===== src/hdl/lic_pkg.sv =====
package lic_pkg;

   // ----------------------------------------------------------------
   // register map (printed offsets are not word aligned: indices)
   // ----------------------------------------------------------------
   localparam logic [7:0]  IDX_CTRL_ONE  = 8'h30;
   localparam logic [7:0]  IDX_CTRL_TWO  = 8'h31;
   localparam logic [7:0]  IDX_BUILD_OUT = 8'h34;
   localparam logic [7:0]  IDX_MODE      = 8'h40;
   localparam int          ADDR_W        = 12;
   localparam logic [ADDR_W-1:0] ADDR_CTRL_ONE  = {2'b00, IDX_CTRL_ONE, 2'b00};
   localparam logic [ADDR_W-1:0] ADDR_CTRL_TWO  = {2'b00, IDX_CTRL_TWO, 2'b00};
   localparam logic [ADDR_W-1:0] ADDR_BUILD_OUT = {2'b00, IDX_BUILD_OUT, 2'b00};
   localparam logic [ADDR_W-1:0] ADDR_MODE      = {2'b00, IDX_MODE, 2'b00};

   localparam logic [7:0]  RST_CTRL_ONE  = 8'h00;
   localparam logic [7:0]  RST_CTRL_TWO  = 8'h00;
   localparam logic [7:0]  RST_BUILD_OUT = 8'h00;
   localparam logic [1:0]  RST_MODE      = 2'h0;
   localparam logic [1:0]  RESP_OKAY     = 2'h0;
   localparam logic [1:0]  RESP_SLVERR   = 2'h2;

   // ----------------------------------------------------------------
   // field positions
   // ----------------------------------------------------------------
   localparam int BIT_TX_POWER_DOWN_N   = 0;
   localparam int BIT_ATTEN_DISABLE     = 1;
   localparam int BIT_BUFFER_DEPTH_SEL  = 2;
   localparam int BIT_PATH_SELECT       = 3;
   localparam int BIT_EQ_GAIN_LIMIT     = 4;
   localparam int BIT_BUILD_OUT_LO      = 5;
   localparam int BIT_CUSTOM_DRIVER     = 0;
   localparam int BIT_SHORT_LIMIT_DIS   = 1;
   localparam int BIT_CC_FILTER_EN      = 2;
   localparam int BIT_CLOCK_SEL_LO      = 3;
   localparam int BIT_ALARM_IND_TX      = 4;
   localparam int BIT_VIOLATION_INSERT  = 5;
   localparam int BIT_SOFT_RESET        = 6;
   localparam int BIT_CLOCK_SEL_HI      = 7;
   localparam int BIT_AUTO_GAIN_SELECT  = 6;
   localparam logic [7:0] BUILD_OUT_WMASK = 8'h7f;

   localparam logic [2:0] BO_E1_75_NORMAL  = 3'h0;
   localparam logic [2:0] BO_E1_120_NORMAL = 3'h1;
   localparam logic [2:0] BO_E1_75_HRL     = 3'h4;
   localparam logic [2:0] BO_E1_120_HRL    = 3'h5;
   localparam logic [2:0] BO_T1_LAST       = 3'h4;
   localparam int         ATTEN_DEPTH_LONG  = 128;
   localparam int         ATTEN_DEPTH_SHORT = 32;

   typedef enum logic [1:0] {LIC_MODE_T1, LIC_MODE_E1, LIC_MODE_CC64K, LIC_MODE_6312K} lic_mode_t;
   typedef enum logic [1:0] {LIC_DRV_OFF, LIC_DRV_PUSH_PULL, LIC_DRV_OPEN_DRAIN} lic_drive_t;

   typedef struct packed {
      logic        tx_enable;
      lic_drive_t  drive;
      logic        square_wave;
      logic [5:0]  gain;
      logic        auto_gain;
      logic        short_limit_en;
      logic        send_all_ones;
      logic        violation_req;
   } lic_tx_ctrl_t;

   typedef struct packed {
      logic        atten_enable;
      logic        atten_in_tx_path;
      logic [7:0]  atten_depth;
      logic        eq_short_haul;
      logic        cc_filter_en;
      logic        pll_2m_to_1m5_en;
      logic        pll_12m8_to_2m_en;
      logic        line_reset;
      logic [2:0]  build_out;
      logic        build_out_valid;
      logic        hrl_selected;
   } lic_rx_ctrl_t;

endpackage


===== src/hdl/lic_regs.sv =====
`timescale 1ns/100ps
// ----------------------------------------------------------------
// Notes on behaviour
// ----------------------------------------------------------------
// Notes on behaviour
// RQ1: power-down bit low disables and tri-states driver
// RQ2: attenuator on when disable bit zero; code turns it on in T1 and E1 modes only
// RQ3: depth select: 0 long buffer, 1 short
// RQ4: path select: 0 receive, 1 transmit
// RQ5: gain limit bit picks receive sensitivity
// RQ6: E1 build-out codes 000,001,100,101 valid
// RQ7: software clears termination bits for high return loss
// RQ8: T1 codes up to 100 valid, rest reserved
// RQ9: six-bit gain field sets fixed transmit amplitude
// RQ10: auto gain bit zero ignores gain field
// RQ11: software writes zero to unused top bit
// RQ12: custom driver: square wave or open drain
// RQ13: software keeps custom driver bit zero normally
// RQ14: limit disable bit, ignored in 6312k mode; code enables the limit in E1 mode only
// RQ15: composite clock filter only in 64k mode
// RQ16: software sets clock selects even if disabled
// RQ17: clock select low enables 2.048-to-1.544 pll
// RQ18: alarm bit zero sends all ones
// RQ19: rising violation bit inserts one violation
// RQ20: rising reset bit pulses line reset
// RQ21: clock select high enables 12.8-to-2.048 pll
// RQ22: fields hold value, reads return stored value
module lic_regs
(
   input  wire logic                              clk,
   input  wire logic                              rst,
   input  wire logic [lic_pkg::ADDR_W-1:0]        s_axi_awaddr,
   input  wire logic                              s_axi_awvalid,
   output logic                                   s_axi_awready,
   input  wire logic [31:0]                       s_axi_wdata,
   input  wire logic [3:0]                        s_axi_wstrb,
   input  wire logic                              s_axi_wvalid,
   output logic                                   s_axi_wready,
   output logic [1:0]                             s_axi_bresp,
   output logic                                   s_axi_bvalid,
   input  wire logic                              s_axi_bready,
   input  wire logic [lic_pkg::ADDR_W-1:0]        s_axi_araddr,
   input  wire logic                              s_axi_arvalid,
   output logic                                   s_axi_arready,
   output logic [31:0]                            s_axi_rdata,
   output logic [1:0]                             s_axi_rresp,
   output logic                                   s_axi_rvalid,
   input  wire logic                              s_axi_rready,
   input  wire logic                              violation_done,
   output lic_pkg::lic_tx_ctrl_t                  tx_ctrl,
   output lic_pkg::lic_rx_ctrl_t                  rx_ctrl,
   output logic                                   tx_line_pos_oe,
   output logic                                   tx_line_neg_oe
);

   // ----------------------------------------------------------------
   // storage
   // ----------------------------------------------------------------
   logic [7:0]            ctrl_one_r;
   logic [7:0]            ctrl_two_r;
   logic [7:0]            build_out_r;
   logic [1:0]            mode_r;
   logic [7:0]            ctrl_two_prev_r;
   logic                  violation_pend_r;
   logic                  line_reset_r;

   logic                  aw_held_r;
   logic [lic_pkg::ADDR_W-1:0] aw_addr_r;
   logic                  w_held_r;
   logic [31:0]           w_data_r;
   logic [3:0]            w_strb_r;
   logic                  bvalid_r;
   logic [1:0]            bresp_r;
   logic                  rvalid_r;
   logic [31:0]           rdata_r;
   logic [1:0]            rresp_r;
   lic_pkg::lic_tx_ctrl_t tx_ctrl_r;
   lic_pkg::lic_rx_ctrl_t rx_ctrl_r;
   logic                  pos_oe_r;
   logic                  neg_oe_r;

   // ----------------------------------------------------------------
   // decode helpers
   // ----------------------------------------------------------------
   function automatic logic addr_sel(input logic [lic_pkg::ADDR_W-1:0] a);
      return (a == lic_pkg::ADDR_CTRL_ONE) || (a == lic_pkg::ADDR_CTRL_TWO)
             || (a == lic_pkg::ADDR_BUILD_OUT) || (a == lic_pkg::ADDR_MODE);
   endfunction

   function automatic logic [7:0] merge(input logic [7:0] old, input logic [7:0] nw, input logic en);
      return en ? nw : old;
   endfunction

   // ----------------------------------------------------------------
   // write channel
   // ----------------------------------------------------------------
   wire logic        aw_take   = s_axi_awvalid & ~aw_held_r & ~bvalid_r;
   wire logic        w_take    = s_axi_wvalid & ~w_held_r & ~bvalid_r;
   wire logic [lic_pkg::ADDR_W-1:0] wr_addr = aw_held_r ? aw_addr_r : s_axi_awaddr;
   wire logic [31:0] wr_data   = w_held_r ? w_data_r : s_axi_wdata;
   wire logic [3:0]  wr_strb   = w_held_r ? w_strb_r : s_axi_wstrb;
   wire logic        wr_go     = (aw_held_r | aw_take) & (w_held_r | w_take);
   wire logic        wr_hit    = addr_sel(wr_addr);
   wire logic        lane0     = wr_go & wr_strb[0];
   wire logic        wr_one    = lane0 & (wr_addr == lic_pkg::ADDR_CTRL_ONE);
   wire logic        wr_two    = lane0 & (wr_addr == lic_pkg::ADDR_CTRL_TWO);
   wire logic        wr_bo     = lane0 & (wr_addr == lic_pkg::ADDR_BUILD_OUT);
   wire logic        wr_mode   = lane0 & (wr_addr == lic_pkg::ADDR_MODE);

   // fields hold their value until rewritten
   wire logic [7:0]  ctrl_one_nxt  = merge(ctrl_one_r, wr_data[7:0], wr_one);                       // RQ22
   wire logic [7:0]  ctrl_two_nxt  = merge(ctrl_two_r, wr_data[7:0], wr_two);                       // RQ22
   // top bit is unused and kept at zero
   wire logic [7:0]  build_out_nxt = merge(build_out_r, wr_data[7:0] & lic_pkg::BUILD_OUT_WMASK, wr_bo); // RQ22
   wire logic [1:0]  mode_nxt      = wr_mode ? wr_data[1:0] : mode_r;

   always_ff @(posedge clk or posedge rst)
   begin
      if (rst)
      begin
         aw_held_r <= 1'b0;
         aw_addr_r <= '0;
         w_held_r  <= 1'b0;
         w_data_r  <= 32'h0;
         w_strb_r  <= 4'h0;
         bvalid_r  <= 1'b0;
         bresp_r   <= lic_pkg::RESP_OKAY;
      end
      else
      begin
         aw_held_r <= wr_go ? 1'b0 : (aw_held_r | aw_take);
         w_held_r  <= wr_go ? 1'b0 : (w_held_r | w_take);
         if (aw_take)
            aw_addr_r <= s_axi_awaddr;
         if (w_take)
         begin
            w_data_r <= s_axi_wdata;
            w_strb_r <= s_axi_wstrb;
         end
         if (wr_go)
         begin
            bvalid_r <= 1'b1;
            bresp_r  <= wr_hit ? lic_pkg::RESP_OKAY : lic_pkg::RESP_SLVERR;
         end
         else if (s_axi_bready)
            bvalid_r <= 1'b0;
      end
   end

   // ----------------------------------------------------------------
   // read channel
   // ----------------------------------------------------------------
   wire logic        ar_take = s_axi_arvalid & ~rvalid_r;
   wire logic        rd_hit  = addr_sel(s_axi_araddr);
   wire logic [7:0]  rd_byte = (s_axi_araddr == lic_pkg::ADDR_CTRL_ONE)  ? ctrl_one_r  :
                               (s_axi_araddr == lic_pkg::ADDR_CTRL_TWO)  ? ctrl_two_r  :
                               (s_axi_araddr == lic_pkg::ADDR_BUILD_OUT) ? build_out_r :
                               (s_axi_araddr == lic_pkg::ADDR_MODE)      ? {6'h00, mode_r} : 8'h00;

   always_ff @(posedge clk or posedge rst)
   begin
      if (rst)
      begin
         rvalid_r <= 1'b0;
         rdata_r  <= 32'h0;
         rresp_r  <= lic_pkg::RESP_OKAY;
      end
      else if (ar_take)
      begin
         rvalid_r <= 1'b1;
         rdata_r  <= {24'h000000, rd_byte};                                                        // RQ22
         rresp_r  <= rd_hit ? lic_pkg::RESP_OKAY : lic_pkg::RESP_SLVERR;
      end
      else if (s_axi_rready)
         rvalid_r <= 1'b0;
   end

   // ----------------------------------------------------------------
   // control registers and edge events
   // ----------------------------------------------------------------
   wire logic viol_rise  = ctrl_two_r[lic_pkg::BIT_VIOLATION_INSERT] & ~ctrl_two_prev_r[lic_pkg::BIT_VIOLATION_INSERT];
   wire logic reset_rise = ctrl_two_r[lic_pkg::BIT_SOFT_RESET] & ~ctrl_two_prev_r[lic_pkg::BIT_SOFT_RESET];
   // a new request wins over the completion seen in the same cycle
   wire logic violation_pend_nxt = viol_rise | (violation_pend_r & ~violation_done);              // RQ19

   always_ff @(posedge clk or posedge rst)
   begin
      if (rst)
      begin
         ctrl_one_r       <= lic_pkg::RST_CTRL_ONE;
         ctrl_two_r       <= lic_pkg::RST_CTRL_TWO;
         build_out_r      <= lic_pkg::RST_BUILD_OUT;
         mode_r           <= lic_pkg::RST_MODE;
         ctrl_two_prev_r  <= lic_pkg::RST_CTRL_TWO;
         violation_pend_r <= 1'b0;
         line_reset_r     <= 1'b0;
      end
      else
      begin
         ctrl_one_r       <= ctrl_one_nxt;
         ctrl_two_r       <= ctrl_two_nxt;
         build_out_r      <= build_out_nxt;
         mode_r           <= mode_nxt;
         ctrl_two_prev_r  <= ctrl_two_r;
         violation_pend_r <= violation_pend_nxt;
         line_reset_r     <= reset_rise;                                                            // RQ20
      end
   end

   // ----------------------------------------------------------------
   // decoded line controls
   // ----------------------------------------------------------------
   wire lic_pkg::lic_mode_t mode = lic_pkg::lic_mode_t'(mode_r);
   wire logic       is_t1     = (mode == lic_pkg::LIC_MODE_T1);
   wire logic       is_e1     = (mode == lic_pkg::LIC_MODE_E1);
   wire logic [2:0] bo_code   = ctrl_one_r[lic_pkg::BIT_BUILD_OUT_LO +: 3];
   wire logic       tx_on     = ctrl_one_r[lic_pkg::BIT_TX_POWER_DOWN_N];                          // RQ1
   wire logic       custom    = ctrl_two_r[lic_pkg::BIT_CUSTOM_DRIVER];
   wire logic       bo_zero   = (bo_code == 3'h0);
   wire logic       e1_bo_ok  = (bo_code == lic_pkg::BO_E1_75_NORMAL) | (bo_code == lic_pkg::BO_E1_120_NORMAL)
                                | (bo_code == lic_pkg::BO_E1_75_HRL) | (bo_code == lic_pkg::BO_E1_120_HRL); // RQ6
   wire logic       t1_bo_ok  = (bo_code <= lic_pkg::BO_T1_LAST);                                   // RQ8
   wire logic       hrl       = is_e1 & ((bo_code == lic_pkg::BO_E1_75_HRL) | (bo_code == lic_pkg::BO_E1_120_HRL)); // RQ7
   wire logic       auto_gain = ~build_out_r[lic_pkg::BIT_AUTO_GAIN_SELECT];                        // RQ10

   wire lic_pkg::lic_drive_t drive_nxt = ~tx_on ? lic_pkg::LIC_DRV_OFF :                           // RQ1
                                         (custom & ~bo_zero) ? lic_pkg::LIC_DRV_OPEN_DRAIN :        // RQ12
                                         lic_pkg::LIC_DRV_PUSH_PULL;

   lic_pkg::lic_tx_ctrl_t tx_nxt;
   lic_pkg::lic_rx_ctrl_t rx_nxt;

   always_comb
   begin
      tx_nxt.tx_enable      = tx_on;                                                                // RQ1
      tx_nxt.drive          = drive_nxt;
      tx_nxt.square_wave    = tx_on & custom & bo_zero;                                             // RQ12
      tx_nxt.auto_gain      = auto_gain;                                                            // RQ10
      tx_nxt.gain           = auto_gain ? 6'h00 : build_out_r[5:0];                                 // RQ9
      tx_nxt.short_limit_en = is_e1 & ~ctrl_two_r[lic_pkg::BIT_SHORT_LIMIT_DIS];                    // RQ14
      tx_nxt.send_all_ones  = ~ctrl_two_r[lic_pkg::BIT_ALARM_IND_TX];                               // RQ18
      tx_nxt.violation_req  = violation_pend_r;                                                     // RQ19
      rx_nxt.atten_enable   = (is_t1 | is_e1) & ~ctrl_one_r[lic_pkg::BIT_ATTEN_DISABLE];            // RQ2
      rx_nxt.atten_in_tx_path = ctrl_one_r[lic_pkg::BIT_PATH_SELECT];                               // RQ4
      rx_nxt.atten_depth    = ctrl_one_r[lic_pkg::BIT_BUFFER_DEPTH_SEL] ?
                              8'(lic_pkg::ATTEN_DEPTH_SHORT) : 8'(lic_pkg::ATTEN_DEPTH_LONG);       // RQ3
      rx_nxt.eq_short_haul  = ctrl_one_r[lic_pkg::BIT_EQ_GAIN_LIMIT];                               // RQ5
      rx_nxt.cc_filter_en   = (mode == lic_pkg::LIC_MODE_CC64K)
                              & ctrl_two_r[lic_pkg::BIT_CC_FILTER_EN];                              // RQ15
      rx_nxt.pll_2m_to_1m5_en  = ctrl_two_r[lic_pkg::BIT_CLOCK_SEL_LO];                             // RQ17
      rx_nxt.pll_12m8_to_2m_en = ctrl_two_r[lic_pkg::BIT_CLOCK_SEL_HI];                             // RQ21
      rx_nxt.line_reset     = line_reset_r;                                                         // RQ20
      rx_nxt.build_out      = bo_code;
      rx_nxt.build_out_valid = is_e1 ? e1_bo_ok : (is_t1 ? t1_bo_ok : 1'b1);                        // RQ6 RQ8
      rx_nxt.hrl_selected   = hrl;
   end

   always_ff @(posedge clk or posedge rst)
   begin
      if (rst)
      begin
         tx_ctrl_r <= '0;
         rx_ctrl_r <= '0;
         pos_oe_r  <= 1'b0;
         neg_oe_r  <= 1'b0;
      end
      else
      begin
         tx_ctrl_r <= tx_nxt;
         rx_ctrl_r <= rx_nxt;
         pos_oe_r  <= tx_on;                                                                        // RQ1
         neg_oe_r  <= tx_on;                                                                        // RQ1
      end
   end

   // ----------------------------------------------------------------
   // outputs
   // ----------------------------------------------------------------
   assign s_axi_awready  = aw_take;
   assign s_axi_wready   = w_take;
   assign s_axi_bvalid   = bvalid_r;
   assign s_axi_bresp    = bresp_r;
   assign s_axi_arready  = ar_take;
   assign s_axi_rvalid   = rvalid_r;
   assign s_axi_rdata    = rdata_r;
   assign s_axi_rresp    = rresp_r;
   assign tx_ctrl        = tx_ctrl_r;
   assign rx_ctrl        = rx_ctrl_r;
   assign tx_line_pos_oe = pos_oe_r;
   assign tx_line_neg_oe = neg_oe_r;

endmodule


===== config.mk =====
export PLATFORM = sky130hd
export DESIGN_NAME = lic_regs
export DESIGN_NICKNAME = d
export VERILOG_FILES = /design/src/hdl/lic_pkg.sv /design/src/hdl/lic_regs.sv
export SDC_FILE = /design/constraint.sdc
export NUM_CORES = 1
export LEC_CHECK = 0
export ABC_AREA = 1
export BUFFER_PORTS_ARGS = -buffer_cell sky130_fd_sc_hd__buf_2
export CAP_MARGIN = 30
export CORE_ASPECT_RATIO = 0.6
export CORE_MARGIN = 5
export CORE_UTILIZATION = 48
export DETAILED_ROUTE_END_ITERATION = 8
export GPL_TIMING_DRIVEN = 0
export HOLD_SLACK_MARGIN = 0.15
export PLACE_DENSITY = 0.73
export REMOVE_ABC_BUFFERS = 1
export SLEW_MARGIN = 0
export SYNTH_ARGS = -nofsm -noshare
export SYNTH_HDL_FRONTEND = slang
export SYNTH_SLANG_ARGS = --single-unit

===== constraint.sdc =====
create_clock -name clk -period 3.05 [get_ports clk]
set_clock_uncertainty 0.15 [all_clocks]
set_input_delay 0.305 -clock clk [delete_from_list [all_inputs] [get_ports clk]]
set_output_delay 0.305 -clock clk [all_outputs]
set_load 0.03 [all_outputs]

======== Word level (Yosys, flattened, before mapping) ========
Cells that the tools add are included.
word-level totals
  flip-flop bits (word level) ............. 105
  bits of input ports ..................... 68
  logic and storage cells ................. 122
cells by class
  magnitude comparators ................... 1
  eq/ne operators ......................... 13
  multiplexer cells ....................... 21
  bitwise operators ....................... 41
  reduce and logical (&&, ||, !) cells .... 10
operators with widths
  cell                                             count
  == test 12 x 8 -> 1 bit (second input constant)  6
  2-to-1 mux 8 bit                                 4
  == test 12 x 9 -> 1 bit (second input constant)  2
  bitwise AND 1 bit                                21
  2-to-1 mux 12 bit                                1
  inverter 1 bit                                   12
  2-to-1 mux 2 bit                                 5
  2-to-1 mux 1 bit                                 9
  bitwise OR 1 bit                                 8
  2-to-1 mux 7 bit                                 1
  == test 3 bit (second input constant)            2
  logical OR 1 bit                                 6
  2-to-1 mux 6 bit                                 1
  nonzero test 2 bit                               2
  == test 3 x 1 -> 1 bit (second input constant)   1
  <= comparator 3 bit (second input constant)      1
  logical NOT 3 bit                                1
  == test 2 x 1 -> 1 bit (second input constant)   1
  == test 2 bit (second input constant)            1
  logical NOT 2 bit                                1

======== Depth between registers and ports, before layout ========
  depth in word-level cells ............... 7
  depth in mapped cells ................... 12
  gate-level depth less buffers ........... 11

======== Worst setup path before layout ========
OpenSTA, ideal clock, no wires.
  path type ............................... register to register
  from .................................... register bvalid_r (netlist: s_axi_bvalid)
  to ...................................... register ctrl_two_r[0]
  library setup time ...................... 0.117 ns
  arrival time ............................ 1.599 ns
  required time ........................... 2.783 ns
  slack ................................... 1.184 ns
  cell stages (with the launch flop) ...... 10
  buffers on the path ..................... 1
  cell sequence ........................... dfrtp_1 inv_1 nand3_2 inv_2 o21ai_1 nor2_1 buf_4 nand3_2 nand2_1 nand2_1
between the ends
  word-level cells in the longest chain between the ends .. 6
  elaborated cells on any way between the ends .. 8
RTL lines
  what                      line             RTL
  start: declaration        lic_regs.sv:72   logic bvalid_r;
  start signal: assignment  lic_regs.sv:126  bvalid_r <= 1'b0;
  start signal: assignment  lic_regs.sv:142  bvalid_r <= 1'b1;
  start signal: assignment  lic_regs.sv:146  bvalid_r <= 1'b0;
  inverter 1 bit            lic_regs.sv:97   wire logic aw_take = s_axi_awvalid & ~aw_held_r & ~bvalid_r;
  bitwise AND 1 bit         lic_regs.sv:97
  via s_axi_awready         lic_regs.sv:34   output logic s_axi_awready,
  bitwise OR 1 bit          lic_regs.sv:102  wire logic wr_go = (aw_held_r | aw_take) & (w_held_r | w_take);
  bitwise AND 1 bit         lic_regs.sv:102
  bitwise AND 1 bit         lic_regs.sv:104  wire logic lane0 = wr_go & wr_strb[0];
  bitwise AND 1 bit         lic_regs.sv:106  wire logic wr_two = lane0 & (wr_addr == lic_pkg::ADDR_CTRL_TWO);
  end signal: assignment    lic_regs.sv:191  ctrl_two_r <= lic_pkg::RST_CTRL_TWO;
  end signal: assignment    lic_regs.sv:201  ctrl_two_r <= ctrl_two_nxt;
  end: declaration          lic_regs.sv:60   logic [7:0] ctrl_two_r;
The timed path passes the listed nets, and every way through them passes these cells.
A chain may end at the register's enable or synchronous reset.

======== Worst setup path in the final report ========
  from .................................... register aw_held_r
  to ...................................... register ctrl_two_r[5]
between the ends
  word-level cells in the longest chain between the ends .. 7
  elaborated cells on any way between the ends .. 9
RTL lines
  what                            line             RTL
  start: declaration              lic_regs.sv:67   logic aw_held_r;
  start signal: assignment        lic_regs.sv:131  aw_held_r <= wr_go ? 1'b0 : (aw_held_r | aw_take);
  inverter 1 bit                  lic_regs.sv:97
  bitwise AND 1 bit (2 in a row)  lic_regs.sv:97
  bitwise OR 1 bit                lic_regs.sv:102
  bitwise AND 1 bit               lic_regs.sv:102
  bitwise AND 1 bit               lic_regs.sv:104
  bitwise AND 1 bit (*)           lic_regs.sv:106
Mark *: on every way between the ends. The rest lies on a longest branch, timed or not.

==> metrics.txt <==
Hold Path Class=reg -> reg; Worst Tran Pin Value=0.955 ns; Gate power share=0.255; Initial Utilization=0.484; aggregate negative setup slack=0 ns; Power per Cell Area=653 mW/mm^2; clock slew at reported path FFs=0.06 ns; I/O pin cnt=145; total power draw=3.46 mW; MaxCap Viol Count=0; largest family of logic cells by synthesized area=simple AND/OR/NAND/NOR gates; power share of the clock group=0.301; WP buf/inv=3; LEAKAGE=2.95 nW; status=complete, no violations; Final Max Tran Viols=0; GP Congestion=about 0.87; synth-to-layout area growth=20.8%; Antenna Nets Post-Route=0; Vias/cell=4.79; Core Area=0.00905 mm^2; Pre-antenna DRT Iters=5; fmax=approximately 370 MHz; synth warn=0; crit path max-delay cell type=dfrtp_1; crit path max fanout=28; max_slew headroom=0.361; # diodes=0; CTS tree=built; WP depth=9; sequential share of power=0.444; Sink Count=between 90 and 100; Final Hold Viols=0; # nets final=710; Final WS setup=0.360 ns; die area=between 0.01 and 0.015 mm^2; Post-Synth Adder-Cell Area=0; Longest Clk Path Bufs=2; row count=27; crit path capture type=flip-flop; die height=84.0 um; Sw Share=0.350; Post-Synth XOR/XNOR Area=0; die width=133 um; mux cell area share after synthesis=0; R2R depth=9; clock root cell=clkbuf_16; WS Path Type=reg -> reg; PortBufs=85; share of layout cells above drive strength 1=0.182; Detail Placement HPWL=7400 um; vias in the first global route=roughly 3,600; Int Power=2.25 mW; Compound-Gate Fraction of Synth Area=0.0534; final hold slack=0.213 ns; CP cell instances=inv_4, nand3_2, inv_2, o21ai_1, nor2_2, buf_8, nand3_2, nand2_1, nand2_1; cts bufs inserted=9; drt drc=0; Worst Path Required=3.12 ns; drt wl/cell=between 10 and 15 um; startpoint types=flip-flop; Post-Route WL=10,300 um; first-pass GRT wire length=17,400 um; dpl ws=around 0.37 ns; largest net degree at the start of global routing=72; simple-gate area share of the yosys netlist=0.281; CP delay by family, top=simple AND/OR/NAND/NOR gates; Switch Pwr=1.21 mW; number of distinct library cells after synthesis=28; via count=about 3,700; setup violators final=0; Seq/Total Area, Yosys=0.525; RSZ-0062 raised after global routing=false; DRT iter0 DRCs=slightly above 400; mapped cell area=0.00438 mm^2; syn_area_per_cell=8.14 um^2; initial antenna violation count=0; Syn Inst Count=~540; worst-skew pair later-pin latency=0.34 ns; synthesis-stage register bit count=92; Total GRT Usage=0.192; Hold Path Depth=0; Tmin final=2.69 ns; Max VDD drop=0.000469 V; crit share post-route=0.882; Worst Path Arrival=2.76 ns; leading cell type in the layout, fill and taps excluded=nand2_1; most frequent cells in the layout=nand2_1, dfrtp_1, buf_2; max incr delay on CP=0.60 ns; global route total overflow=0; H-tree levels=3
## layout make-up
type,instances,area (um^2)
Fill cell,793,3760
Sequential cell,92,2300
Multi-Input combinational cell,360,1590
Timing Repair Buffer,112,718
Clock buffer,13,260
Inverter,67,256
Tap cell,116,145
Clock inverter,3,21.3
## worst register-to-register path: stages (launching register included)
cell and delay [ns]:
dfrtp_1 0.60, inv_4 0.22, nand3_2 0.34, inv_2 0.26, o21ai_1 0.17, nor2_2 0.20, buf_8 0.22, nand3_2 0.21
nand2_1 0.13, nand2_1 0.07
## sequential cells by signal, summed over array words and instances, names as in the netlist
register          cells
ctrl_two_r            8
tx_ctrl              13
line_reset_r          1
aw_held_r             1
aw_addr_r            12
rx_ctrl              13
ctrl_one_r            8
w_data_r              8
w_held_r              1
violation_pend_r      1
s_axi_rresp           1
tx_line_neg_oe        1
build_out_r           7
ctrl_two_prev_r       3
w_strb_r              1
mode                  2
s_axi_bresp           1
s_axi_rvalid          1
s_axi_rdata           8
s_axi_bvalid          1
## per-stage QoR
step	instance area (um^2)	std cells	utilization
finish	5300	763	0.585
global route	5300	763	0.585
CTS	5290	763	0.584
detailed placement	4760	722	0.526
global placement	4710	720	0.520
floorplan	4140	519	-
## logic make-up (layout without fill, tap and decap cells)
family,count (synthesis),count (layout)
and+or+nand+nor,283,283
DFF,92,92
buffers and inverters,117,195
other,1,32
AOI/OAI and AO/OA,45,45
## Yosys cell counts
cell type / instances / share of area
nand2_1: 172 / 0.15
dfrtp_1: 92 / 0.53
inv_1: 62 / 0.053
nor2_1: 42 / 0.036
buf_4: 39 / 0.067
o21ai_0: 37 / 0.042
nand3_1: 28 / 0.032
nand4_1: 26 / 0.037
clkbuf_1: 7 / 0.0060
a21oi_1: 4 / 0.0046
nand3_2: 4 / 0.0091
nor3_1: 4 / 0.0046
buf_6: 3 / 0.0077
inv_2: 3 / 0.0026
nor2_4: 2 / 0.0051
a21oi_2: 1 / 0.0020
and2_1: 1 / 0.0014
and3_1: 1 / 0.0014
buf_2: 1 / 0.0011
clkinv_1: 1 / 0.00086
conb_1: 1 / 0.00086
inv_4: 1 / 0.0014
nor2_2: 1 / 0.0014
nor3_4: 1 / 0.0037
o2111ai_1: 1 / 0.0020
o21ai_1: 1 / 0.0011
o22ai_1: 1 / 0.0014
or2_2: 1 / 0.0014
## what timing repair did
item,CTS,global route
resized for setup,0,1
setup buffers,0,0
endpoints found under the setup margin,0,16
hold buffers,25,0
endpoints found under the hold margin,45,0
## power by group through the flow
stage | logic (mW) | registers [mW] | clock network (mW)
after global placement | 0.801 | 1.54 | 0
after CTS | 0.877 | 1.53 | 1.06
after global routing | 0.996 | 1.56 | 1.12
after detailed placement | 0.851 | 1.55 | 0
final | 0.881 | 1.53 | 1.04
after floorplan | 0.570 | 1.57 | 0
## layer usage
metal,up-vias,routed length (um),GRT usage
met5,-,0,0
met4,0,95,0.0467
met3,11,879,0.0548
met2,155,4260,0.276
met1,1656,5060,0.285
li1,1836,-,-
## path summary, 6_finish.rpt
kind,startpoint,end,slack (ns)
hold reg to reg,line_reset_r,rx_ctrl[5],0.21
min in group asynchronous,rst,rx_ctrl[5],0.31
setup reg to reg,aw_held_r,ctrl_two_r[5],0.36
setup / recovery,aw_held_r,ctrl_two_r[5],0.36
max in group asynchronous,rst,aw_addr_r[2],1.80
hold / removal,line_reset_r,rx_ctrl[5],0.21
Power figures use the tool's default switching activity.
